--- src/opdec_map.vh ---
// Purpose: Shared constants for the string and branch opcode decoder.
// Assumes: Included by bare name from the opcode decoder design file only.
// Notes:   Definitions only; no logic lives here.
`ifndef OPDEC_MAP_VH
`define OPDEC_MAP_VH

// Decoder states.
`define ST_OP          2'h0
`define ST_MODRM       2'h1
`define ST_DISP        2'h2
`define ST_DATA        2'h3

// Instruction classes reported to the execution unit.
`define CLS_OTHER      4'h0
`define CLS_STRING     4'h1
`define CLS_COND       4'h2
`define CLS_LOOP       4'h3
`define CLS_CALL_NEAR  4'h4
`define CLS_CALL_FAR   4'h5
`define CLS_JUMP_NEAR  4'h6
`define CLS_JUMP_SHORT 4'h7
`define CLS_JUMP_FAR   4'h8
`define CLS_EXIT       4'h9
`define CLS_INT        4'hA
`define CLS_IRET       4'hB
`define CLS_CONTROL    4'hC
`define CLS_ESC        4'hD
`define CLS_IMMED      4'hE
`define CLS_GROUP2     4'hF

// First opcode bytes and patterns.
`define OPC_REPEAT     8'b1111001?
`define OPC_COND       8'h7?
`define OPC_LOOP       8'b111000??
`define OPC_LOOP_NZ    8'hE0
`define OPC_LOOPZ      8'hE1
`define OPC_LOOP_CNT   8'hE2
`define OPC_CNT_EMPTY  8'hE3
`define OPC_CALL_NEAR  8'hE8
`define OPC_CALL_FAR   8'h9A
`define OPC_JUMP_NEAR  8'hE9
`define OPC_JUMP_SHORT 8'hEB
`define OPC_JUMP_FAR   8'hEA
`define OPC_EXIT_PLAIN 8'b1100?011
`define OPC_EXIT_IMM   8'b1100?010
`define OPC_INT_TYPE   8'hCD
`define OPC_INT_3      8'hCC
`define OPC_INT_OVF    8'hCE
`define OPC_IRET       8'hCF
`define OPC_ESC        8'b11011???
`define OPC_STR_MOVE   8'b1010010?
`define OPC_STR_CMP    8'b1010011?
`define OPC_STR_STORE  8'b1010101?
`define OPC_STR_LOAD   8'b1010110?
`define OPC_STR_SCAN   8'b1010111?
`define OPC_IMMED      8'b100000??
`define OPC_GROUP2     8'b1111111?
`define OPC_LOCK       8'hF0
`define OPC_HALT       8'hF4
`define OPC_CMC        8'hF5
`define OPC_FLAGOP     8'b11111???
`define OPC_NOP        8'h90
`define OPC_WAIT       8'h9B
`define OPC_BLANK_0F   8'h0F
`define OPC_BLANK_6X   8'h6?
`define OPC_BLANK_C0   8'b1100?00?
`define OPC_BLANK_D6   8'hD6
`define OPC_BLANK_F1   8'hF1

// Field positions and codes.
`define W_BIT          0
`define SW_WORD_IMM    2'h1
`define SW_SEXT_IMM    2'h3
`define MOD_NO_DISP    2'h0
`define MOD_DISP8      2'h1
`define MOD_DISP16     2'h2
`define RM_DIRECT      3'h6
`define INT3_TYPE      8'h03
`define OVF_INT_TYPE   8'h04

`endif

--- src/branch_condition.v ---
// Purpose: Evaluates a conditional branch condition code against the flags.
// Assumes: Condition code is the low nibble of the branch opcode.
// Notes:   Purely combinational; the caller registers the result.
`timescale 1ns/1ns
`default_nettype none

module branch_condition (
  input  wire [3:0] cond_i,
  input  wire       zero_flag_i,
  input  wire       sign_flag_i,
  input  wire       overflow_flag_i,
  input  wire       carry_flag_i,
  input  wire       parity_flag_i,
  output reg        true_o
);

  reg base;

  // Even codes test the flag relation; odd codes are its complement.
  always @* begin
    base = 1'b0;
    case (cond_i[3:1])
      3'h0: base = overflow_flag_i;
      3'h1: base = carry_flag_i;
      3'h2: base = zero_flag_i;
      3'h3: base = carry_flag_i | zero_flag_i;
      3'h4: base = sign_flag_i;
      3'h5: base = parity_flag_i;
      3'h6: base = sign_flag_i ^ overflow_flag_i;
      3'h7: base = (sign_flag_i ^ overflow_flag_i) | zero_flag_i;
      default: base = 1'b0;
    endcase
    true_o = base ^ cond_i[0];
  end

endmodule

`default_nettype wire

--- src/opcode_decoder.v ---
// Purpose: Classifies first opcode bytes of the string, control-transfer and
//          processor-control families, gathers trailing bytes and evaluates
//          branch conditions.
// Assumes: One instruction byte per cycle when byte_valid_i is high; flags
//          and count status are valid in the cycle the last byte arrives.
// Notes:   Opcodes outside these families, other than the immediate and
//          group-two codes, are reported as single bytes of class other; their
//          trailing bytes must be consumed elsewhere.
`timescale 1ns/1ns
`default_nettype none
`include "opdec_map.vh"

module opcode_decoder (
  input  wire        core_clk_i,
  input  wire        rst_n_i,
  input  wire        byte_valid_i,
  input  wire [7:0]  byte_i,
  input  wire        zero_flag_i,
  input  wire        sign_flag_i,
  input  wire        overflow_flag_i,
  input  wire        carry_flag_i,
  input  wire        parity_flag_i,
  input  wire        count_zero_i,
  input  wire        count_one_i,
  output reg         insn_valid_o,
  output reg  [3:0]  insn_class_o,
  output reg  [7:0]  opcode_o,
  output reg  [7:0]  modrm_o,
  output reg         word_op_o,
  output reg         undefined_o,
  output reg  [15:0] operand_o,
  output reg  [15:0] segment_o,
  output reg  [15:0] ea_disp_o,
  output reg         branch_taken_o,
  output reg         repeat_o,
  output reg         repeat_continue_o,
  output reg  [15:0] stack_adjust_o,
  output reg         exit_far_o,
  output reg         int_request_o,
  output reg  [7:0]  int_type_o,
  output reg         esc_valid_o,
  output reg  [2:0]  esc_code_o
);

  reg  [1:0]  st_ff;
  reg  [7:0]  op_ff;
  reg  [7:0]  modrm_ff;
  reg  [31:0] data_ff;
  reg  [15:0] disp_ff;
  reg  [1:0]  idx_ff;
  reg  [2:0]  left_ff;
  reg  [1:0]  disp_left_ff;
  reg  [1:0]  imm_n_ff;
  reg         rpt_pend_ff;
  reg         rpt_match_ff;

  reg  [7:0]  f_op;
  reg  [7:0]  f_modrm;
  reg  [31:0] f_data;
  reg  [15:0] f_disp;
  reg  [3:0]  d_cls;
  reg  [2:0]  d_tail;
  reg         d_modrm;
  reg  [1:0]  d_imm;
  reg         d_undef;
  reg  [1:0]  m_disp;
  reg         fin;
  reg         is_rpt;
  reg         loop_take;
  reg  [15:0] sext8;
  wire        cond_true;

  // Final view of the instruction including the byte arriving this cycle.
  always @* begin
    f_op    = (st_ff == `ST_OP) ? byte_i : op_ff;
    f_modrm = (st_ff == `ST_MODRM) ? byte_i : modrm_ff;
    f_data  = data_ff;
    f_disp  = disp_ff;
    if (st_ff == `ST_DATA) begin
      case (idx_ff)
        2'h0: f_data[7:0]   = byte_i;
        2'h1: f_data[15:8]  = byte_i;
        2'h2: f_data[23:16] = byte_i;
        default: f_data[31:24] = byte_i;
      endcase
    end
    if (st_ff == `ST_DISP) begin
      if (idx_ff == 2'h0) begin
        f_disp[7:0] = byte_i;
        f_disp[15:8] = {8{byte_i[7]}};
      end else begin
        f_disp[15:8] = byte_i;
      end
    end
    sext8 = {{8{f_data[7]}}, f_data[7:0]};
  end

  // Opcode classification with trailing byte counts.
  always @* begin
    d_cls   = `CLS_OTHER;
    d_tail  = 3'h0;
    d_modrm = 1'b0;
    d_imm   = 2'h0;
    d_undef = 1'b0;
    casez (f_op)
      `OPC_COND: begin
        d_cls  = `CLS_COND;
        d_tail = 3'h1;
      end
      `OPC_LOOP: begin
        d_cls  = `CLS_LOOP;
        d_tail = 3'h1;
      end
      `OPC_CALL_NEAR: begin
        d_cls  = `CLS_CALL_NEAR;
        d_tail = 3'h2;
      end
      `OPC_CALL_FAR: begin
        d_cls  = `CLS_CALL_FAR;
        d_tail = 3'h4;
      end
      `OPC_JUMP_NEAR: begin
        d_cls  = `CLS_JUMP_NEAR;
        d_tail = 3'h2;
      end
      `OPC_JUMP_SHORT: begin
        d_cls  = `CLS_JUMP_SHORT;
        d_tail = 3'h1;
      end
      `OPC_JUMP_FAR: begin
        d_cls  = `CLS_JUMP_FAR;
        d_tail = 3'h4;
      end
      `OPC_EXIT_PLAIN: d_cls = `CLS_EXIT;
      `OPC_EXIT_IMM: begin
        d_cls  = `CLS_EXIT;
        d_tail = 3'h2;
      end
      `OPC_INT_TYPE: begin
        d_cls  = `CLS_INT;
        d_tail = 3'h1;
      end
      `OPC_INT_3, `OPC_INT_OVF: d_cls = `CLS_INT;
      `OPC_IRET: d_cls = `CLS_IRET;
      `OPC_ESC: begin
        d_cls   = `CLS_ESC;
        d_modrm = 1'b1;
      end
      `OPC_STR_MOVE, `OPC_STR_CMP, `OPC_STR_STORE, `OPC_STR_LOAD, `OPC_STR_SCAN:
        d_cls = `CLS_STRING;
      `OPC_IMMED: begin
        d_cls   = `CLS_IMMED;
        d_modrm = 1'b1;
        d_imm   = (f_op[1:0] == `SW_WORD_IMM) ? 2'h2 : 2'h1;
      end
      `OPC_GROUP2: begin
        d_cls   = `CLS_GROUP2;
        d_modrm = 1'b1;
      end
      `OPC_LOCK, `OPC_HALT, `OPC_CMC, `OPC_NOP, `OPC_WAIT:
        d_cls = `CLS_CONTROL;
      `OPC_BLANK_0F, `OPC_BLANK_6X, `OPC_BLANK_C0, `OPC_BLANK_D6, `OPC_BLANK_F1:
        d_undef = 1'b1;
      default: begin
        // The flag-operation row shares its pattern with the group-two codes.
        if (f_op[7:3] == 5'h1F && f_op[2:1] != 2'h3) begin
          d_cls = `CLS_CONTROL;
        end else begin
          d_cls = `CLS_OTHER;
        end
      end
    endcase
  end

  // Displacement bytes implied by the mode/register/memory byte.
  always @* begin
    case (f_modrm[7:6])
      `MOD_NO_DISP: m_disp = (f_modrm[2:0] == `RM_DIRECT) ? 2'h2 : 2'h0;
      `MOD_DISP8:   m_disp = 2'h1;
      `MOD_DISP16:  m_disp = 2'h2;
      default:      m_disp = 2'h0;
    endcase
  end

  // Completion and loop decisions for the byte in hand.
  always @* begin
    is_rpt = (st_ff == `ST_OP) && (byte_i[7:1] == 7'h79);
    fin = 1'b0;
    if (byte_valid_i) begin
      case (st_ff)
        `ST_OP:    fin = !is_rpt && !d_modrm && (d_tail == 3'h0);
        `ST_MODRM: fin = (m_disp == 2'h0) && (imm_n_ff == 2'h0);
        `ST_DISP:  fin = (disp_left_ff == 2'h1) && (imm_n_ff == 2'h0);
        `ST_DATA:  fin = (left_ff == 3'h1);
        default:   fin = 1'b0;
      endcase
    end
    case (f_op)
      `OPC_LOOP_NZ:   loop_take = !count_one_i && !zero_flag_i;
      `OPC_LOOPZ:     loop_take = !count_one_i && zero_flag_i;
      `OPC_LOOP_CNT:  loop_take = !count_one_i;
      `OPC_CNT_EMPTY: loop_take = count_zero_i;
      default:        loop_take = 1'b0;
    endcase
  end

  branch_condition u_cond (
    .cond_i          (f_op[3:0]),
    .zero_flag_i     (zero_flag_i),
    .sign_flag_i     (sign_flag_i),
    .overflow_flag_i (overflow_flag_i),
    .carry_flag_i    (carry_flag_i),
    .parity_flag_i   (parity_flag_i),
    .true_o          (cond_true)
  );

  // Byte gathering state machine; a prefix keeps it waiting for an opcode.
  always @(posedge core_clk_i or negedge rst_n_i) begin
    if (!rst_n_i) begin
      st_ff        <= `ST_OP;
      op_ff        <= 8'h00;
      modrm_ff     <= 8'h00;
      data_ff      <= 32'h0000_0000;
      disp_ff      <= 16'h0000;
      idx_ff       <= 2'h0;
      left_ff      <= 3'h0;
      disp_left_ff <= 2'h0;
      imm_n_ff     <= 2'h0;
      rpt_pend_ff  <= 1'b0;
      rpt_match_ff <= 1'b0;
    end else if (byte_valid_i) begin
      data_ff <= f_data;
      disp_ff <= f_disp;
      case (st_ff)
        `ST_OP: begin
          if (is_rpt) begin
            rpt_pend_ff  <= 1'b1;
            rpt_match_ff <= byte_i[0];
          end else begin
            op_ff    <= byte_i;
            imm_n_ff <= d_imm;
            idx_ff   <= 2'h0;
            data_ff  <= 32'h0000_0000;
            disp_ff  <= 16'h0000;
            if (d_modrm) begin
              st_ff <= `ST_MODRM;
            end else if (d_tail != 3'h0) begin
              st_ff   <= `ST_DATA;
              left_ff <= d_tail;
            end
          end
        end
        `ST_MODRM: begin
          modrm_ff <= byte_i;
          if (m_disp != 2'h0) begin
            st_ff        <= `ST_DISP;
            disp_left_ff <= m_disp;
          end else if (imm_n_ff != 2'h0) begin
            st_ff   <= `ST_DATA;
            left_ff <= {1'b0, imm_n_ff};
          end else begin
            st_ff <= `ST_OP;
          end
        end
        `ST_DISP: begin
          disp_left_ff <= disp_left_ff - 2'h1;
          idx_ff       <= idx_ff + 2'h1;
          if (disp_left_ff == 2'h1) begin
            idx_ff <= 2'h0;
            if (imm_n_ff != 2'h0) begin
              st_ff   <= `ST_DATA;
              left_ff <= {1'b0, imm_n_ff};
            end else begin
              st_ff <= `ST_OP;
            end
          end
        end
        `ST_DATA: begin
          left_ff <= left_ff - 3'h1;
          idx_ff  <= idx_ff + 2'h1;
          if (left_ff == 3'h1) begin
            st_ff <= `ST_OP;
          end
        end
        default: st_ff <= `ST_OP;
      endcase
      // A lock prefix passes a pending repeat on to the next opcode.
      if (fin && f_op != `OPC_LOCK) begin
        rpt_pend_ff <= 1'b0;
      end
    end
  end

  // Result registers; the strobes are one-cycle pulses, fields hold.
  always @(posedge core_clk_i or negedge rst_n_i) begin
    if (!rst_n_i) begin
      insn_valid_o      <= 1'b0;
      insn_class_o      <= `CLS_OTHER;
      opcode_o          <= 8'h00;
      modrm_o           <= 8'h00;
      word_op_o         <= 1'b0;
      undefined_o       <= 1'b0;
      operand_o         <= 16'h0000;
      segment_o         <= 16'h0000;
      ea_disp_o         <= 16'h0000;
      branch_taken_o    <= 1'b0;
      repeat_o          <= 1'b0;
      repeat_continue_o <= 1'b0;
      stack_adjust_o    <= 16'h0000;
      exit_far_o        <= 1'b0;
      int_request_o     <= 1'b0;
      int_type_o        <= 8'h00;
      esc_valid_o       <= 1'b0;
      esc_code_o        <= 3'h0;
    end else begin
      insn_valid_o  <= fin;
      int_request_o <= 1'b0;
      esc_valid_o   <= 1'b0;
      if (fin) begin
        insn_class_o <= d_cls;
        opcode_o     <= f_op;
        modrm_o      <= d_modrm ? f_modrm : 8'h00;
        word_op_o    <= f_op[`W_BIT];
        undefined_o  <= d_undef;
        ea_disp_o    <= d_modrm ? f_disp : 16'h0000;
        segment_o    <= f_data[31:16];
        // Short displacements and the sign-extended immediate widen here.
        case (d_cls)
          `CLS_COND, `CLS_LOOP, `CLS_JUMP_SHORT: operand_o <= sext8;
          `CLS_IMMED: begin
            if (f_op[1:0] == `SW_SEXT_IMM) begin
              operand_o <= sext8;
            end else if (f_op[1:0] == `SW_WORD_IMM) begin
              operand_o <= f_data[15:0];
            end else begin
              operand_o <= {8'h00, f_data[7:0]};
            end
          end
          `CLS_INT: operand_o <= {8'h00, f_data[7:0]};
          default:  operand_o <= f_data[15:0];
        endcase
        case (d_cls)
          `CLS_COND: branch_taken_o <= cond_true;
          `CLS_LOOP: branch_taken_o <= loop_take;
          `CLS_CALL_NEAR, `CLS_CALL_FAR, `CLS_JUMP_NEAR, `CLS_JUMP_SHORT, `CLS_JUMP_FAR,
          `CLS_EXIT, `CLS_IRET: branch_taken_o <= 1'b1;
          default: branch_taken_o <= 1'b0;
        endcase
        // Move, load and store repeat on count alone; compare and scan also on zero.
        repeat_o          <= rpt_pend_ff && (d_cls == `CLS_STRING);
        repeat_continue_o <= rpt_pend_ff && (d_cls == `CLS_STRING) &&
                             ((f_op[3:1] != 3'h3 && f_op[3:1] != 3'h7) ||
                              (zero_flag_i == rpt_match_ff));
        stack_adjust_o <= (d_cls == `CLS_EXIT && !f_op[0]) ? f_data[15:0] : 16'h0000;
        exit_far_o     <= (d_cls == `CLS_EXIT) && f_op[3];
        if (f_op == `OPC_INT_TYPE) begin
          int_request_o <= 1'b1;
          int_type_o    <= f_data[7:0];
        end else if (f_op == `OPC_INT_3) begin
          int_request_o <= 1'b1;
          int_type_o    <= `INT3_TYPE;
        end else if (f_op == `OPC_INT_OVF) begin
          int_request_o <= overflow_flag_i;
          int_type_o    <= `OVF_INT_TYPE;
        end
        if (d_cls == `CLS_ESC) begin
          esc_valid_o <= 1'b1;
          esc_code_o  <= f_op[2:0];
        end
      end
    end
  end

endmodule

`default_nettype wire

--- config.mk ---
export PLATFORM = sky130hd
export DESIGN_NAME = opcode_decoder
export DESIGN_NICKNAME = d
export VERILOG_FILES = /design/src/branch_condition.v /design/src/opcode_decoder.v
export VERILOG_INCLUDE_DIRS = /design/src
export SDC_FILE = /design/constraint.sdc
export NUM_CORES = 1
export LEC_CHECK = 0
export BUFFER_PORTS_ARGS = -buffer_cell sky130_fd_sc_hd__buf_2
export CAP_MARGIN = 20
export CORE_AREA = 8 8 194 196
export CTS_CLUSTER_SIZE = 25
export DETAILED_ROUTE_END_ITERATION = 7
export DIE_AREA = 0 0 202 204
export PLACE_DENSITY = 0.49
export SLEW_MARGIN = 0
export SYNTH_ARGS = -nofsm -noshare
export SYNTH_HDL_FRONTEND = slang
export SYNTH_HIERARCHICAL = 1
export SYNTH_SLANG_ARGS = --single-unit
--- constraint.sdc ---
create_clock -name core_clk_i -period 3.3 [get_ports core_clk_i]
set_input_delay 0.33 -clock core_clk_i [delete_from_list [all_inputs] [get_ports core_clk_i]]
set_output_delay 0.33 -clock core_clk_i [all_outputs]
set_load 0.005 [all_outputs]
==> run metrics <==
Hold Startpoint overflow_flag_i; Reg-to-Reg Start st_ff[0]; NetSw 4.44 mW; reg2reg path depth 13; critical path fanouts, max 11; DR pass1 iterations 5; Post-Syn Area 9500 µm²; post-synth net total 950; most common cell after layout, fill and taps aside dfrtp_1; H-tree depth 4; Final Hold Fails 0; Comb pwr share 49.4%; antenna violations before repair 1; vias per inst 5.10; Post-Route WL 31000 µm; Die ar. 41200 µm²; vias in the first global route 7826; P&R area growth vs syn 22.3%; worst hold path endpoint int_request_o; critical path required time 3630 ps; worst-path cell chain buf_4 > ha_1 > buf_4 > nand2b_1 > a21boi_0 > o21a_1 > or4_4 > a21oi_4 > buf_12 > nor2_8 > inv_2 > buf_12 > mux2_2; RD Place Congestion 0.867; Pint 6.10 mW; Initial Util 27.3%; Worst Clk Skew 15.2 ps; Nets 1092; Synth Area in Simple Gates 12.7%; Num Clock Sinks 180; CP startpoint kind flop; die height 204 µm; DR WL met3 1600 µm; Die X 202 µm; PwrDens 908 nW/µm²; DR top layer met4; Metal-1 WL 15100 µm; CTS Buf Count 17; Setup crit end kind flop; FILL cells 3600; P_leak 5.55 nW; DR iter-0 viols 530; relative slew slack 44.3%; main flop type after synthesis dfrtp_1; Post-synth ARST share 100%; FF/Latch Area 4500 µm²; Max Slew Vio Count 0; sequential area share after synthesis 47.4%; Finished Cell Area 11600 µm²; register bit total from synthesis 180; core region area 34800 µm²; port bufs 121; share of layout cells above drive strength 1 29.3%; aggregate global routing overflow 0; pin count of the biggest net entering global routing 88; Pwr Total 10.5 mW; DPL Wire Length 22000 µm; Post-synth EDFFs 0; post-route ant nets 0; Clock transition at path regs 70 ps; drc violations 0; most frequent cells in the layout dfrtp_1, buf_2, nand2_1; WP data arrival 3490 ps; outcome finished clean; DR WL met2 13900 µm; clk_lat worst skew 460 ps; setup_tns 0 ps; Max Cap Viol 0; CTS tree done; detailed-route wire length per cell 20.2 µm; r2r setup slk 140 ps; Seq pwr share 30.9%; Setup CP Type flop to flop; row count 69; Syn. warnings 6; Placed Area 10900 µm²; first-pass GRT wire length 47600 µm; PnR worst setup slack 145 ps; Max Root-Sink Buffers 2; area occupied by multi-input gates 4560 µm²; post-synthesis average cell area 10.3 µm²; Fmax 317 MHz; Slew @ Worst Pin 834 ps; clock group share of total power 19.7%; main combinational cell family by area after synthesis compound AO/OA/AOI/OAI gates; Post-Synthesis Cells 921; Ports 122; Total GRT Usage 14.8%; Adder-Cell Fraction of Synth Area 1.45%; Compound-Gate Fraction of Synth Area 20.5%; mux cell area share after synthesis 12.8%; Post-Place Worst Slack 73.4 ps; hold path cells 3; Worst Hold Class primary input to flop; # diodes 0; switching share of power 42.1%; fin crit share 95.6%; total number of vias 7838; Finish-stage setup viols 0; Root Driver clkbuf_16; Worst path slowest cell or4_4; slowest stage delay, CP 520 ps; maximum VDD drop 0.459 mV; synth unique cells 77; Final Critical Period 3160 ps; XOR/XNOR Fraction of Synth Area 0.369%; RR Endpoint stack_adjust_o[1]
cell usage after synthesis (8+ instances only):
cell type,n,share of area (%)
a22oi_1,8,0.63
nor2b_1,9,0.59
nand2_1,104,4.1
mux2_2,42,5.0
a21o_1,18,1.4
nor2_1,31,1.2
mux2_4,21,3.3
a32o_1,12,1.3
o2bb2ai_1,37,3.4
mux2i_1,41,4.3
a22o_1,13,1.2
dfrtp_1,180,47
ha_1,11,1.4
o22ai_1,13,0.86
nor3_1,50,2.6
a21oi_1,71,3.7
o21ai_0,28,1.5
clkbuf_1,49,1.9
nand3_1,11,0.58
nand3b_1,9,0.71
inv_1,29,1.1
o31ai_1,11,0.87
cell type report:
type	count	share of cell area, %
clock buffers	18	3.69
clock inverters	14	1.39
inverters	32	1.03
multi-input cells	637	39.3
flip-flops and latches	180	38.8
well taps	461	4.96
repair buffers	195	10.9
timing repair:
action / in CTS / in global routing
hold endpoints to repair: 53 / 0
hold buffers: 1 / 0
setup endpoints to repair: 0 / 39
resized for setup: 0 / 5
buffers inserted: 0 / 1
logic make-up (layout without fill, tap and decap cells):
| family | Yosys count | count (layout) |
|---|---|---|
| XOR/XNOR | 4 | 4 |
| adder cells (fa/ha/maj) | 11 | 11 |
| buffers and inverters | 104 | 259 |
| multiplexers | 105 | 105 |
| AO/OA/AOI/OAI | 270 | 270 |
| flip-flops | 180 | 180 |
| AND/OR/NAND/NOR | 247 | 247 |
through the flow:
step / util (%) / hold slack (ps) / instances
final: 33.4 / 187 / 1537
after global routing: 33.4 / 203 / 1537
after CTS: 33.2 / 162 / 1535
after detailed placement: 31.5 / 461 / 1502
after global placement: 31.5 / 456 / 1502
after floorplan: - / 34.4 / 921
power by group through the flow:
stage               logic, mW  clock network [mW]  registers [mW]
finish                   5.21                2.08            3.25
global route             5.69                2.21            3.33
CTS                      5.11                2.14            3.25
detailed placement       5.09                   0            3.29
global placement         5.04                   0            3.29
floorplan                3.28                   0            3.20
sequential cells by signal, indices dropped and copies added, names as in the netlist, 2 cells and up:
name,cells
data_ff,32
disp_ff,16
ea_disp_o,16
operand_o,16
segment_o,16
stack_adjust_o,16
int_type_o,8
modrm_ff,8
modrm_o,8
op_ff,8
opcode_o,8
insn_class_o,4
esc_code_o,3
left_ff,3
disp_left_ff,2
idx_ff,2
imm_n_ff,2
st_ff,2
critical path, delay by kind of cell (launching register included):
| family | cells | cell delay [ps] |
|---|---|---|
| buffers and inverters | 5 | 800 |
| and+or+nand+nor | 3 | 700 |
| AOI/OAI and AO/OA | 3 | 540 |
| DFF | 1 | 380 |
| muxes | 1 | 340 |
| adders and majority gates | 1 | 280 |
layer usage:
layer | track usage [%] | vias to the layer above
li1 | - | 3680
met1 | 20.6 | 3921
met2 | 22.6 | 216
met3 | 3.38 | 21
met4 | 4.17 | 0
met5 | 0 | -
worst max path at each step:
stage	end	startpoint	depth (start not counted)	slack, ps
CTS	esc_code_o[0]	st_ff[0]	12	40
floorplan	exit_far_o	st_ff[0]	15	290
global placement	esc_code_o[0]	st_ff[0]	12	90
detailed placement	esc_code_o[1]	st_ff[0]	12	70
global route	stack_adjust_o[13]	st_ff[0]	13	-1
finish	stack_adjust_o[1]	st_ff[0]	13	140
Note: power is estimated with default switching activity, not from simulation.
